--- src/hdl/pic_pkg.sv ---
// Package of constants and helpers for the priority interrupt controller
// Summary of operation
// - Twelve sources arbitrated over three levels
// - Supply monitor alone on top, pre-empts all
// - High request may pre-empt low routine
// - Simultaneous requests: higher level vectored first
// - Same-level request waits until routine returns
// - Equal-level ties resolved by fixed polling
// - Global enable bit 7 gates every source
// - Main enable bits 6..0 enable seven sources
// - Main level register selects high/low per source
// - Only two registers assign lower levels
// - Reset values zero, secondary register a0
// - Bit access for main enable/level registers
// - Wake-up separate; interrupts only while running
// - Secondary bits 3..0 enable four sources
// - Secondary bits 6, 4 set two priorities
package pic_pkg;
  localparam int         NSRC   = 12;
  localparam int         WAKE_W = 4;
  // Byte register offsets
  localparam logic [7:0] OFS_IE      = 8'ha8;
  localparam logic [7:0] OFS_IRQ_ENABLE_PRIORITY_SECOND   = 8'ha9;
  localparam logic [7:0] OFS_IP      = 8'hb8;
  localparam logic [7:0] OFS_IRQ_PIN_CONFIG   = 8'hff;
  localparam logic [7:0] OFS_STAT_LO = 8'he0;
  localparam logic [7:0] OFS_STAT_HI = 8'he1;
  localparam logic [7:0] OFS_MASK_LO = 8'he2;
  localparam logic [7:0] OFS_MASK_HI = 8'he3;
  localparam logic [7:0] OFS_ACTIVE  = 8'he4;
  // Reset values
  localparam logic [7:0] RST_IE    = 8'h00;
  localparam logic [7:0] RST_IRQ_ENABLE_PRIORITY_SECOND = 8'ha0;
  localparam logic [7:0] RST_IP    = 8'h00;
  localparam logic [7:0] RST_IRQ_PIN_CONFIG = 8'h00;
  localparam logic [7:0] IRQ_PIN_CONFIG_RD_MASK = 8'hef;
  // Bit address bases of the bit-addressable registers
  localparam logic [7:0] BIT_IE_BASE = 8'ha8;
  localparam logic [7:0] BIT_IP_BASE = 8'hb8;
  // Main enable / level bit positions
  localparam int IE_GLOBAL = 7;
  localparam int B_TEMP = 6, B_T2 = 5, B_UART = 4, B_T1 = 3, B_EXT1 = 2, B_T0 = 1, B_EXT0 = 0;
  localparam int B_ENERGY_PRI = 7;
  // Secondary enable-and-priority bit positions
  localparam int E2_RTC_PRI = 6, E2_SBUS_PRI = 4, E2_ENERGY_EN = 3;
  localparam int E2_RTC_EN = 2, E2_PSM_EN = 1, E2_SBUS_EN = 0;
  // Pin configuration bit positions
  localparam int PIN_EXT0_EN = 0, PIN_EXT1_HI = 3, PIN_EXT1_LO = 2;
  // Vector numbers, also the polling order
  localparam logic [3:0] VEC_PSM = 4'h0, VEC_EXT0 = 4'h1, VEC_T0 = 4'h2, VEC_EXT1 = 4'h3;
  localparam logic [3:0] VEC_T1 = 4'h4, VEC_UART = 4'h5, VEC_T2 = 4'h6, VEC_TEMP = 4'h7;
  localparam logic [3:0] VEC_ENERGY = 4'h8, VEC_RTC = 4'h9, VEC_SBUS = 4'ha, VEC_AUX = 4'hb;
  // Levels
  localparam logic [1:0] LVL_NONE = 2'h0, LVL_LOW = 2'h1, LVL_HIGH = 2'h2, LVL_TOP = 2'h3;

  // Highest level whose routine is in service
  function automatic logic [1:0] pic_top_level(input logic [2:0] act);
    if (act[2]) return LVL_TOP;
    else if (act[1]) return LVL_HIGH;
    else if (act[0]) return LVL_LOW;
    else return LVL_NONE;
  endfunction : pic_top_level

  // Index of the lowest set bit
  function automatic logic [3:0] pic_first_one(input logic [NSRC-1:0] v);
    logic [3:0] idx;
    idx = 4'h0;
    for (int i = NSRC - 1; i >= 0; i--) begin
      if (v[i]) idx = i[3:0];
    end
    return idx;
  endfunction : pic_first_one

  // Bit address falls inside an eight-bit group
  function automatic logic pic_bit_hit(input logic [7:0] a, input logic [7:0] base);
    return a[7:3] == base[7:3];
  endfunction : pic_bit_hit
endpackage : pic_pkg

--- src/hdl/pic_ctrl.sv ---
// Three-level vectored interrupt controller with register port and event status
`timescale 1ns/1ns
`default_nettype none
module pic_ctrl
  import pic_pkg::*;
(
  // Clock and reset
  input  wire logic              clk,
  input  wire logic              rstn,
  // Byte register port
  input  wire logic [7:0]        reg_addr,
  input  wire logic [7:0]        reg_wdata,
  input  wire logic              reg_wr,
  input  wire logic              reg_rd,
  output logic      [7:0]        reg_rdata,
  // Single-bit register port
  input  wire logic [7:0]        bit_addr,
  input  wire logic              bit_wdata,
  input  wire logic              bit_wr,
  input  wire logic              bit_rd,
  output logic                   bit_rdata,
  // Peripheral requests, indexed by vector
  input  wire logic [NSRC-1:0]   irq_src,
  // Core side
  input  wire logic              core_shutdown_state,
  input  wire logic              irq_ack,
  input  wire logic              irq_ret,
  output logic                   irq_req,
  output logic      [3:0]        irq_vector,
  output logic      [1:0]        irq_level,
  // Wake-up path
  input  wire logic [WAKE_W-1:0] wake_src,
  output logic                   core_wake,
  // System interrupt from event status
  output logic                   sys_irq
);

  logic [7:0]      irq_enable_main_r;
  logic [7:0]      irq_enable_priority_second_r;
  logic [7:0]      irq_level_main_r;
  logic [7:0]      irq_pin_config_r;
  logic [NSRC-1:0] stat_r;
  logic [NSRC-1:0] stat_nxt;
  logic [NSRC-1:0] mask_r;
  logic [NSRC-1:0] pend_r;
  logic [NSRC-1:0] pend_nxt;
  logic [2:0]      active_r;
  logic [2:0]      active_nxt;
  logic            req_r;
  logic            req_nxt;
  logic [3:0]      vec_r;
  logic [1:0]      lvl_r;
  logic [7:0]      rdata_r;
  logic [7:0]      rdata_nxt;
  logic            brdata_r;
  logic            brdata_nxt;
  logic            wake_r;

  logic            global_irq_enable;
  logic [NSRC-1:0] en_vec;
  logic [NSRC-1:0] pin_ok;
  logic [1:0]      lvl_of [NSRC];
  logic [NSRC-1:0] set_vec;
  logic [NSRC-1:0] cand;
  logic [NSRC-1:0] cand_lv [4];
  logic [1:0]      best_lvl;
  logic [3:0]      poll_vec;
  logic [1:0]      cur_top;
  logic [NSRC-1:0] clr_vec;
  logic [NSRC-1:0] ack_vec;

  // Write strobes per register
  logic wr_ie, wr_irq_enable_priority_second, wr_ip, wr_irq_pin_config;
  logic bw_ie, bw_ip;
  assign wr_ie    = reg_wr && (reg_addr == OFS_IE);
  assign wr_irq_enable_priority_second = reg_wr && (reg_addr == OFS_IRQ_ENABLE_PRIORITY_SECOND);
  assign wr_ip    = reg_wr && (reg_addr == OFS_IP);
  assign wr_irq_pin_config = reg_wr && (reg_addr == OFS_IRQ_PIN_CONFIG);
  assign bw_ie    = bit_wr && pic_bit_hit(bit_addr, BIT_IE_BASE);
  assign bw_ip    = bit_wr && pic_bit_hit(bit_addr, BIT_IP_BASE);

  // Main enable register; byte write wins over a bit write in the same cycle
  always_ff @(posedge clk or negedge rstn) begin
    if (!rstn) begin
      irq_enable_main_r <= RST_IE;
    end else if (wr_ie) begin
      irq_enable_main_r <= reg_wdata;
    end else if (bw_ie) begin
      irq_enable_main_r[bit_addr[2:0]] <= bit_wdata;
    end
  end

  // Main level register
  always_ff @(posedge clk or negedge rstn) begin
    if (!rstn) begin
      irq_level_main_r <= RST_IP;
    end else if (wr_ip) begin
      irq_level_main_r <= reg_wdata;
    end else if (bw_ip) begin
      irq_level_main_r[bit_addr[2:0]] <= bit_wdata;
    end
  end

  // Byte-only registers; bit accesses never reach them
  always_ff @(posedge clk or negedge rstn) begin
    if (!rstn) begin
      irq_enable_priority_second_r <= RST_IRQ_ENABLE_PRIORITY_SECOND;
      irq_pin_config_r             <= RST_IRQ_PIN_CONFIG;
    end else begin
      if (wr_irq_enable_priority_second) irq_enable_priority_second_r <= reg_wdata;
      if (wr_irq_pin_config) irq_pin_config_r <= reg_wdata & IRQ_PIN_CONFIG_RD_MASK;
    end
  end

  assign global_irq_enable = irq_enable_main_r[IE_GLOBAL];

  // Per-source enable and level; the top level is fixed, not writable
  always_comb begin
    en_vec             = '0;
    en_vec[VEC_EXT0]   = irq_enable_main_r[B_EXT0];
    en_vec[VEC_T0]     = irq_enable_main_r[B_T0];
    en_vec[VEC_EXT1]   = irq_enable_main_r[B_EXT1];
    en_vec[VEC_T1]     = irq_enable_main_r[B_T1];
    en_vec[VEC_UART]   = irq_enable_main_r[B_UART];
    en_vec[VEC_T2]     = irq_enable_main_r[B_T2];
    en_vec[VEC_TEMP]   = irq_enable_main_r[B_TEMP];
    en_vec[VEC_ENERGY] = irq_enable_priority_second_r[E2_ENERGY_EN];
    en_vec[VEC_RTC]    = irq_enable_priority_second_r[E2_RTC_EN];
    en_vec[VEC_PSM]    = irq_enable_priority_second_r[E2_PSM_EN];
    en_vec[VEC_SBUS]   = irq_enable_priority_second_r[E2_SBUS_EN];
    en_vec[VEC_AUX]    = 1'b1; // Spare source, gated by the global enable only
    for (int i = 0; i < NSRC; i++) begin
      lvl_of[i] = LVL_LOW;
    end
    lvl_of[VEC_PSM]    = LVL_TOP;
    lvl_of[VEC_EXT0]   = irq_level_main_r[B_EXT0] ? LVL_HIGH : LVL_LOW;
    lvl_of[VEC_T0]     = irq_level_main_r[B_T0] ? LVL_HIGH : LVL_LOW;
    lvl_of[VEC_EXT1]   = irq_level_main_r[B_EXT1] ? LVL_HIGH : LVL_LOW;
    lvl_of[VEC_T1]     = irq_level_main_r[B_T1] ? LVL_HIGH : LVL_LOW;
    lvl_of[VEC_UART]   = irq_level_main_r[B_UART] ? LVL_HIGH : LVL_LOW;
    lvl_of[VEC_T2]     = irq_level_main_r[B_T2] ? LVL_HIGH : LVL_LOW;
    lvl_of[VEC_TEMP]   = irq_level_main_r[B_TEMP] ? LVL_HIGH : LVL_LOW;
    lvl_of[VEC_ENERGY] = irq_level_main_r[B_ENERGY_PRI] ? LVL_HIGH : LVL_LOW;
    lvl_of[VEC_RTC]    = irq_enable_priority_second_r[E2_RTC_PRI] ? LVL_HIGH : LVL_LOW;
    lvl_of[VEC_SBUS]   = irq_enable_priority_second_r[E2_SBUS_PRI] ? LVL_HIGH : LVL_LOW;
  end

  // External inputs pass only when their pin function enables them
  always_comb begin
    pin_ok           = '1;
    pin_ok[VEC_EXT0] = irq_pin_config_r[PIN_EXT0_EN];
    pin_ok[VEC_EXT1] = irq_pin_config_r[PIN_EXT1_HI] && irq_pin_config_r[PIN_EXT1_LO];
  end

  // A request is taken only with both enables set
  assign set_vec = irq_src & pin_ok & en_vec & {NSRC{global_irq_enable}};
  // Acknowledge clears only the vector shown in that cycle, never a late winner
  assign ack_vec = irq_ack ? (NSRC'(1) << vec_r) : '0;
  assign pend_nxt = (pend_r & ~ack_vec) | set_vec;

  // Pending latches; a new request in the acknowledge cycle survives
  always_ff @(posedge clk or negedge rstn) begin
    if (!rstn) begin
      pend_r <= '0;
    end else begin
      pend_r <= pend_nxt;
    end
  end

  // Candidates are re-gated so clearing a source or global enable stops service at once; the pin enables are not re-gated
  assign cand = pend_r & en_vec & {NSRC{global_irq_enable}};

  // Split candidates by level
  always_comb begin
    for (int l = 0; l < 4; l++) begin
      cand_lv[l] = '0;
    end
    for (int i = 0; i < NSRC; i++) begin
      cand_lv[lvl_of[i]][i] = cand[i];
    end
  end

  // Highest level wins; inside it the lowest vector wins
  always_comb begin
    if (cand_lv[LVL_TOP] != '0) best_lvl = LVL_TOP;
    else if (cand_lv[LVL_HIGH] != '0) best_lvl = LVL_HIGH;
    else if (cand_lv[LVL_LOW] != '0) best_lvl = LVL_LOW;
    else best_lvl = LVL_NONE;
    poll_vec = pic_first_one(cand_lv[best_lvl]);
  end

  assign cur_top = pic_top_level(active_r);
  // Pre-empt only strictly above the running level; none while shut down
  assign req_nxt = (best_lvl > cur_top) && !core_shutdown_state && !irq_ack;

  // Request and vector registered toward the core
  always_ff @(posedge clk or negedge rstn) begin
    if (!rstn) begin
      req_r <= 1'b0;
      vec_r <= VEC_PSM;
      lvl_r <= LVL_NONE;
    end else begin
      req_r <= req_nxt;
      vec_r <= poll_vec;
      lvl_r <= best_lvl;
    end
  end

  // Nesting stack of levels in service; return pops the highest
  always_comb begin
    active_nxt = active_r;
    if (irq_ret) begin
      case (cur_top)
        LVL_TOP:  active_nxt[2] = 1'b0;
        LVL_HIGH: active_nxt[1] = 1'b0;
        LVL_LOW:  active_nxt[0] = 1'b0;
        default:  active_nxt = active_r;
      endcase
    end
    if (irq_ack && req_r && lvl_r != LVL_NONE) begin
      active_nxt[lvl_r - 2'h1] = 1'b1;
    end
  end

  always_ff @(posedge clk or negedge rstn) begin
    if (!rstn) begin
      active_r <= '0;
    end else begin
      active_r <= active_nxt;
    end
  end

  // Wake-up is its own path and never touches pending state
  always_ff @(posedge clk or negedge rstn) begin
    if (!rstn) begin
      wake_r <= 1'b0;
    end else begin
      wake_r <= core_shutdown_state && (wake_src != '0);
    end
  end

  // Event status, write one to clear; the set wins over the clear
  always_comb begin
    clr_vec = '0;
    if (reg_wr && reg_addr == OFS_STAT_LO) clr_vec[7:0] = reg_wdata;
    if (reg_wr && reg_addr == OFS_STAT_HI) clr_vec[NSRC-1:8] = reg_wdata[NSRC-9:0];
    stat_nxt = (stat_r & ~clr_vec) | set_vec;
  end

  always_ff @(posedge clk or negedge rstn) begin
    if (!rstn) begin
      stat_r <= '0;
      mask_r <= '0;
    end else begin
      stat_r <= stat_nxt;
      if (reg_wr && reg_addr == OFS_MASK_LO) mask_r[7:0] <= reg_wdata;
      if (reg_wr && reg_addr == OFS_MASK_HI) mask_r[NSRC-1:8] <= reg_wdata[NSRC-9:0];
    end
  end

  // Byte read mux; unmapped offsets read zero
  always_comb begin
    case (reg_addr)
      OFS_IE:      rdata_nxt = irq_enable_main_r;
      OFS_IRQ_ENABLE_PRIORITY_SECOND:   rdata_nxt = irq_enable_priority_second_r;
      OFS_IP:      rdata_nxt = irq_level_main_r;
      OFS_IRQ_PIN_CONFIG:   rdata_nxt = irq_pin_config_r;
      OFS_STAT_LO: rdata_nxt = stat_r[7:0];
      OFS_STAT_HI: rdata_nxt = {4'h0, stat_r[NSRC-1:8]};
      OFS_MASK_LO: rdata_nxt = mask_r[7:0];
      OFS_MASK_HI: rdata_nxt = {4'h0, mask_r[NSRC-1:8]};
      OFS_ACTIVE:  rdata_nxt = {req_r, active_r, vec_r};
      default:     rdata_nxt = 8'h00;
    endcase
    if (!reg_rd) rdata_nxt = 8'h00;
  end

  // Bit read mux; only the two bit-addressable groups answer
  always_comb begin
    brdata_nxt = 1'b0;
    if (bit_rd && pic_bit_hit(bit_addr, BIT_IE_BASE)) brdata_nxt = irq_enable_main_r[bit_addr[2:0]];
    if (bit_rd && pic_bit_hit(bit_addr, BIT_IP_BASE)) brdata_nxt = irq_level_main_r[bit_addr[2:0]];
  end

  always_ff @(posedge clk or negedge rstn) begin
    if (!rstn) begin
      rdata_r  <= 8'h00;
      brdata_r <= 1'b0;
    end else begin
      rdata_r  <= rdata_nxt;
      brdata_r <= brdata_nxt;
    end
  end

  assign reg_rdata  = rdata_r;
  assign bit_rdata  = brdata_r;
  assign irq_req    = req_r;
  assign irq_vector = vec_r;
  assign irq_level  = lvl_r;
  assign core_wake  = wake_r;
  assign sys_irq    = (stat_r & mask_r) != '0;
endmodule : pic_ctrl
`default_nettype wire

--- config.mk ---
export PLATFORM = sky130hd
export DESIGN_NAME = pic_ctrl
export DESIGN_NICKNAME = d
export VERILOG_FILES = /design/src/hdl/pic_pkg.sv /design/src/hdl/pic_ctrl.sv
export SDC_FILE = /design/constraint.sdc
export NUM_CORES = 1
export LEC_CHECK = 0
export ABC_AREA = 1
export BUFFER_PORTS_ARGS = -buffer_cell sky130_fd_sc_hd__buf_2
export CAP_MARGIN = 20
export CORE_MARGIN = 2
export CORE_UTILIZATION = 50
export CTS_CLUSTER_DIAMETER = 40
export CTS_CLUSTER_SIZE = 24
export DETAILED_ROUTE_END_ITERATION = 8
export PLACE_DENSITY = 0.76
export SYNTH_ARGS = -nofsm -noshare
export SYNTH_HDL_FRONTEND = slang
export SYNTH_SLANG_ARGS = --single-unit
--- constraint.sdc ---
create_clock -name clk -period 2.1 [get_ports clk]
set_clock_uncertainty 0.15 [all_clocks]
set_input_delay 0.105 -clock clk [delete_from_list [all_inputs] [get_ports clk]]
set_output_delay 0.105 -clock clk [all_outputs]
set_load 0.02 [all_outputs]
==> impl_metrics.toml, run 1 <==
[pwr]
p_leak_nw = 3.04
powerDensity_nw_per_um2 = 591
finalPower_mw = 3.58
ir_drop_v = 0.000286

[timing]
tightest_slew_ns = 0.630
hold_violations = 0
fmax_mhz = 441
slew-limit-headroom_pct = 57.7
fin_crit_sh_pct = 108
fin_ws_ns = -0.168
min_period_ns = 2.27
fin_setup_tns_ns = -0.603
maxSlewViolCount = 0
rsz0062_at_grt = "yes"
finalSetupViolations = 5

[placed_design]
hpwl_mm = 12.5
place_congestion = 1.02
place_area_um2 = 5520
place.port_buffers = 67

[worst_hold_path]
whs_endpoint = "irq_enable_main_r[6]$_DFFE_PN0P_"
worstHoldStart = "reg_wdata[6]"
hold_class = "in2reg"
whs_path_depth = 3

[worst_setup_path]
startpoint_type = "flop"
critical_path_required_ns = 2.25
crit_path_max_fanout = 12
r2r_end = "irq_vector[1]$_DFF_PN0_"
crit_path_end_kind = "flop"
r2r_setup_slack_ns = -0.17
rr_worst_depth = 13
reg2reg_from = "irq_enable_main_r[7]$_DFFE_PN0P_"
cp.arrival_ns = 2.42
critical_path_class = "reg2reg"

[routing]
drcViolationCount = 0
postRouteAntennaNets = 0
wire_per_inst_um = 18.9
wl_mm = 16.4
vias = 5194
drtIter0Drc = 415
via_per_inst = 5.99
firstDrtPassIters = 6

[logic_synthesis]
yosysSeqAreaShare_pct = 46.0
async_flop_share_pct = 100
synthTopCellsByArea = "dfrtp_1 (45%), nand2_1 (9.6%), o21ai_0 (7.8%), inv_1 (6.9%), nand4_1 (3.8%)"
synth_cell_types = 39
syn_area_um2 = 4730
synthFlopType = "dfrtp_1"
synth-edff-count = 0
ys_warn_count = 0
syn_inst = 605
syn_avg_cell_area_um2 = 7.82
synth_top_cell_area_share_pct = 44.9
synth_top_cell_by_area = "dfrtp_1"
ys_ff_latch = 87
syn_nets = 657

[global_routing]
met1_usage_pct = 43.5
grt_overflow_total = 0
grt.met3_usage_pct = 6.07
grt_busiest_layer = "met2"
use_met2_pct = 56.5
grt_pass1_vias = 5015
grt_max_degree = 40
track_usage_pct = 33.7
grt_pass1_wl_mm = 26.1
antenna_found_initial = 0

[clock_tree]
clock_path_buffers = 2
clk_pin_slew_ns = 0.09
insertion_delay_ns = 0.37
clock-root-buffer = "clkbuf_8"
htreeDepth = 3
clock-sinks = 87
cts_tree = "built"
cts_buffers = 9

[die]
start_util_pct = 51.5
coreArea_um2 = 9200
num_rows = 35
die-area_um2 = 10300
fp.dieH_um = 101
ios = 68
die_w_um = 101

[finish]
fin_util_pct = 65.9
regArea_um2 = 2180
area_delta_synth_final_pct = 28.0
drive_above_1_share_pct = 22.1
fin_nets = 803
n_fill_cell = 795
multiInputGateArea_um2 = 2200
final_common_cell = "nand2_1"
final_cell_mix = "nand2_1 (118), inv_1 (87), dfrtp_1 (83)"
antenna_cells = 0
final_area_um2 = 6060

[outcome]
violations = "setup timing"
status = "finished with violations"

[run]
maxCapViolations = 0
## layout make-up
type | instances | area share [%]
Inverter | 91 | 5.64
Sequential cell | 87 | 36.0
Clock inverter | 4 | 0.516
Clock buffer | 12 | 2.40
Timing Repair Buffer | 145 | 16.8
Multi-Input combinational cell | 417 | 36.3
Tap cell | 111 | 2.29
## registers in the layout (all words and copies together) (netlist names)
signal and count:
active_r 3, bit_rdata 1, core_wake 1, irq_enable_main_r 8
irq_enable_priority_second_r 8, irq_level 2, irq_level_main_r 8, irq_pin_config_r 7
irq_req 1, irq_vector 4, mask_r 12, pend_r 12
reg_rdata 8, stat_r 12
## cells in the mapped netlist (2+ instances only)
cell type,number
o31ai_1,4
dfstp_2,2
dfrtp_1,85
nor2_2,4
nor2_4,3
o22ai_1,13
buf_6,3
clkbuf_1,7
or2_1,5
ha_1,2
a31oi_1,6
a221oi_1,16
a21oi_1,33
nor3_1,11
a211oi_1,4
nand3_1,28
nand3_2,4
inv_2,4
o211ai_1,2
or2_2,2
o21ai_0,74
nor2_1,41
nand2_1,121
inv_1,87
nand4_1,29
o21ai_1,2
## metal layers
| metal | vias to the layer above | wire length [um] | share of wire [%] |
|---|---|---|---|
| met5 | - | 0 | 0 |
| met4 | 0 | 561 | 3.4 |
| met3 | 48 | 1260 | 7.7 |
| met2 | 289 | 7850 | 48 |
| met1 | 2471 | 6740 | 41 |
| li1 | 2386 | - | - |
## worst max path at each step
stage                                          start                      end  slack (ns)  cells after the start
finish              irq_enable_main_r[7]$_DFFE_PN0P_  irq_vector[1]$_DFF_PN0_       -0.17                     13
floorplan           irq_enable_main_r[7]$_DFFE_PN0P_        irq_req$_DFF_PN0_        0.04                     10
detailed placement  irq_enable_main_r[7]$_DFFE_PN0P_        irq_req$_DFF_PN0_       -0.16                     11
global placement    irq_enable_main_r[7]$_DFFE_PN0P_        irq_req$_DFF_PN0_       -0.06                     11
CTS                 irq_enable_main_r[7]$_DFFE_PN0P_  irq_vector[3]$_DFF_PN0_       -0.05                     12
global route        irq_enable_main_r[7]$_DFFE_PN0P_  irq_vector[3]$_DFF_PN0_       -0.32                     12
## metrics by stage
stage                     hold WS, ns  instances  setup slack (ns)
after floorplan                -0.341        605            0.0381
after global placement        -0.0749        820           -0.0646
after detailed placement      -0.0640        820            -0.165
after CTS                     0.00316        867           -0.0544
after global routing           0.0267        867            -0.318
final                          0.0147        867            -0.168
## critical path: stages, from the launching register on
cell and delay (ns):
dfrtp_1 0.43, buf_6 0.16, nand4_1 0.10, nand2_1 0.08, nor2_2 0.15, nand2_2 0.09, nor2_4 0.17, nand3_4 0.12
or2_1 0.23, o21ai_2 0.09, nor2_2 0.08, o21ai_1 0.11, nand2_1 0.10, a21oi_1 0.13
## power by group
part	internal, mW	total (mW)	switching, mW
registers	1.79	1.92	0.130
clock network	0.465	1.09	0.625
logic	0.238	0.572	0.333
total	2.49	3.58	1.09
## kinds of logic (layout without fill, tap and decap cells)
| group | Yosys count | count (layout) | synth area share, % |
|---|---|---|---|
| simple gates | 252 | 252 | 24.6 |
| compound gates | 162 | 162 | 20.1 |
| buf+inv | 101 | 252 | 8.49 |
| flops | 87 | 87 | 46.0 |
| fa+ha+maj | 2 | 2 | 0.529 |
| mux | 1 | 1 | 0.211 |
## repair_timing
action,4_1_cts,5_1_grt
endpoints found under the setup margin,5,5
hold buffers,27,0
setup buffers,4,0
hold endpoints to repair,128,0
resized for setup,13,6
pin swaps,12,2
No activity file was read; power rests on OpenSTA's default activity.
==> inputs of run 2 (changes only) <==
==> constraint.sdc (replaced) <==
create_clock -name clk -period 2.1 [get_ports clk]
set_clock_uncertainty 0.15 [all_clocks]
set_input_delay 0.315 -clock clk [delete_from_list [all_inputs] [get_ports clk]]
set_output_delay 0.315 -clock clk [all_outputs]
set_load 0.02 [all_outputs]
==> run 2 against run 1 <==
The flow still finishes with violations (setup timing). Power grew 4.2%. Clock-buffer cell count is 3 lower. Register-to-register slack got worse by 0.09 ns. Final cell count down 0.58%. Final area hardly changed. Sequential share of layout area about the same. Die area stayed put. Routed wire length up 3.7%. Core utilization barely moved. Largest cell class unchanged.
==> impl_metrics.toml, run 2 (synthesis results as in run 1) <==
[routing]
wire_per_inst_um = 19.7
drcViolationCount = 0
via_per_inst = 6.10
firstDrtPassIters = 6
wl_mm = 17.0
vias = 5261
postRouteAntennaNets = 0
drtIter0Drc = 451

[global_routing]
grt_pass1_wl_mm = 26.8
track_usage_pct = 34.5
grt_pass1_vias = 5190
antenna_found_initial = 0
grt_max_degree = 32
grt_overflow_total = 0

[die]
die_w_um = 101
fp.dieH_um = 101
ios = 68
coreArea_um2 = 9200
start_util_pct = 51.5
die-area_um2 = 10300
num_rows = 35

[pwr]
p_sw_mw = 1.15
powerDensity_nw_per_um2 = 616
intPower_mw = 2.59
ir_drop_v = 0.000308
clkPwrFrac_pct = 33.3
p_leak_nw = 3.07
combPwrFrac_pct = 15.1
power_frac_seq_pct = 51.5
swShare_pct = 30.7

[worst_hold_path]
hold_class = "in2reg"

[timing]
maxSlewViolCount = 0
tightest_slew_ns = 0.530
fin_ws_ns = -0.262
min_period_ns = 2.36
slew-limit-headroom_pct = 64.4
finalSetupViolations = 5
hold_violations = 0
fin_crit_sh_pct = 112
fin_setup_tns_ns = -0.955
fmax_mhz = 423
rsz0062_at_grt = "yes"

[worst_setup_path]
critical_path_required_ns = 2.26
max_stage_delay_ns = 0.46
cp.arrival_ns = 2.52
cp_common_cell = "nand2_1"
slowest_stage = "dfrtp_2"
path_cells = "buf_6 -> nand4_1 -> nand2_1 -> nor2_2 -> nand2_2 -> nor2_4 -> buf_6 -> nand3_4 -> or2_1 -> o21ai_2 -> inv_2 -> nand2_1 -> nand2_1 -> nand2_1 -> nand2_1 -> nand2_1 -> nand2_1 -> nand2_1"
crit_path_end_kind = "flop"
critical_path_class = "reg2reg"
startpoint_type = "flop"
crit_path_max_fanout = 6

[placed_design]
place_area_um2 = 5600
place.port_buffers = 67
place_congestion = 1.01
hpwl_mm = 12.7

[finish]
fin_nets = 798
antenna_cells = 0
multiInputGateArea_um2 = 2250
largestRegisters = "mask_r (12), pend_r (12), stat_r (12)"
final_common_cell = "nand2_1"
n_fill_cell = 832
regArea_um2 = 2180
final_area_um2 = 6060
area_delta_synth_final_pct = 28.0
final_cell_mix = "nand2_1 (117), inv_1 (85), dfrtp_1 (84)"
drive_above_1_share_pct = 26.2

[clock_tree]
htreeDepth = 3
cts_tree = "built"
cts_buffers = 9
insertion_delay_ns = 0.37
clk_pin_slew_ns = 0.10
clock-root-buffer = "clkbuf_8"
clock-sinks = 87
clock_path_buffers = 2

[outcome]
violations = "setup timing"
status = "finished with violations"

[run]
maxCapViolations = 0
run 2: cell types whose count changed in the layout (fill, tap and decap cells not counted), sizes merged:
cell / delta
inv: +4
dlygate4sd3: -24
buf: +19
clkinvlp: -2
bufinv: +1
clkbuf: -3
run 2: power groups by stage:
stage / clock [mW] / sequential [mW] / combinational (mW)
CTS: 1.25 / 1.91 / 0.552
detailed placement: 0 / 1.94 / 0.524
global placement: 0 / 1.94 / 0.515
finish: 1.24 / 1.92 / 0.565
global route: 1.33 / 1.93 / 0.623
floorplan: 0 / 1.91 / 0.228
run 2: layout make-up:
class | count | share of cell area, %
repair buffers | 140 | 15.7
clock inverters | 7 | 1.28
clock buffers | 9 | 2.04
flip-flops and latches | 87 | 36.0
well taps | 111 | 2.29
multi-input cells | 417 | 37.1
inverters | 91 | 5.64
run 2: worst paths after layout:
path / to / depth (start not counted) / slack, ns / startpoint
setup reg to reg: irq_vector[0]$_DFF_PN0_ / 18 / -0.26 / irq_enable_main_r[7]$_DFFE_PN0P_
hold / removal: core_wake$_DFF_PN0_ / 2 / 0.01 / wake_src[2]
min in group asynchronous: irq_pin_config_r[2]$_DFFE_PN0P_ / 2 / 0.27 / rstn
setup / recovery: irq_vector[0]$_DFF_PN0_ / 18 / -0.26 / irq_enable_main_r[7]$_DFFE_PN0P_
hold reg to reg: mask_r[1]$_DFFE_PN0P_ / 2 / 0.35 / mask_r[1]$_DFFE_PN0P_
max in group asynchronous: irq_enable_main_r[7]$_DFFE_PN0P_ / 3 / 1.02 / rstn
run 2: through the flow:
stage | instances | util (%) | total power [mW] | hold WS (ns) | setup slack [ns]
2_1_floorplan | 605 | - | 2.13 | -0.131 | 0.0381
3_3_place_gp | 830 | 60.9 | 2.45 | 0.126 | -0.0823
3_5_place_dp | 830 | 60.9 | 2.46 | 0.129 | -0.270
4_1_cts | 858 | 65.0 | 3.71 | 0.00969 | -0.131
5_1_grt | 862 | 65.9 | 3.88 | 0.00127 | -0.361
6_report | 862 | 65.9 | 3.73 | 0.0136 | -0.262
run 2: worst max-delay path: cells and delay by family (launching register included):
family / cells / cell delay (ns)
DFF: 1 / 0.46
buffers and inverters: 3 / 0.31
AOI/OAI and AO/OA: 1 / 0.09
and+or+nand+nor: 14 / 1.28
run 2: metal layers:
metal	GRT usage (%)	part of all wire, %
met3	6.76	9.1
met1	44.9	40
met4	18.7	4.8
met5	0	0
met2	54.5	47
run 2: timing repair:
action                                  CTS  global route
hold endpoints to repair                 28             0
pin swaps                                19            19
gates cloned                              1             0
hold buffers                              3             0
setup buffers                             8             4
resized for setup                        20            15
endpoints found under the setup margin    5             6
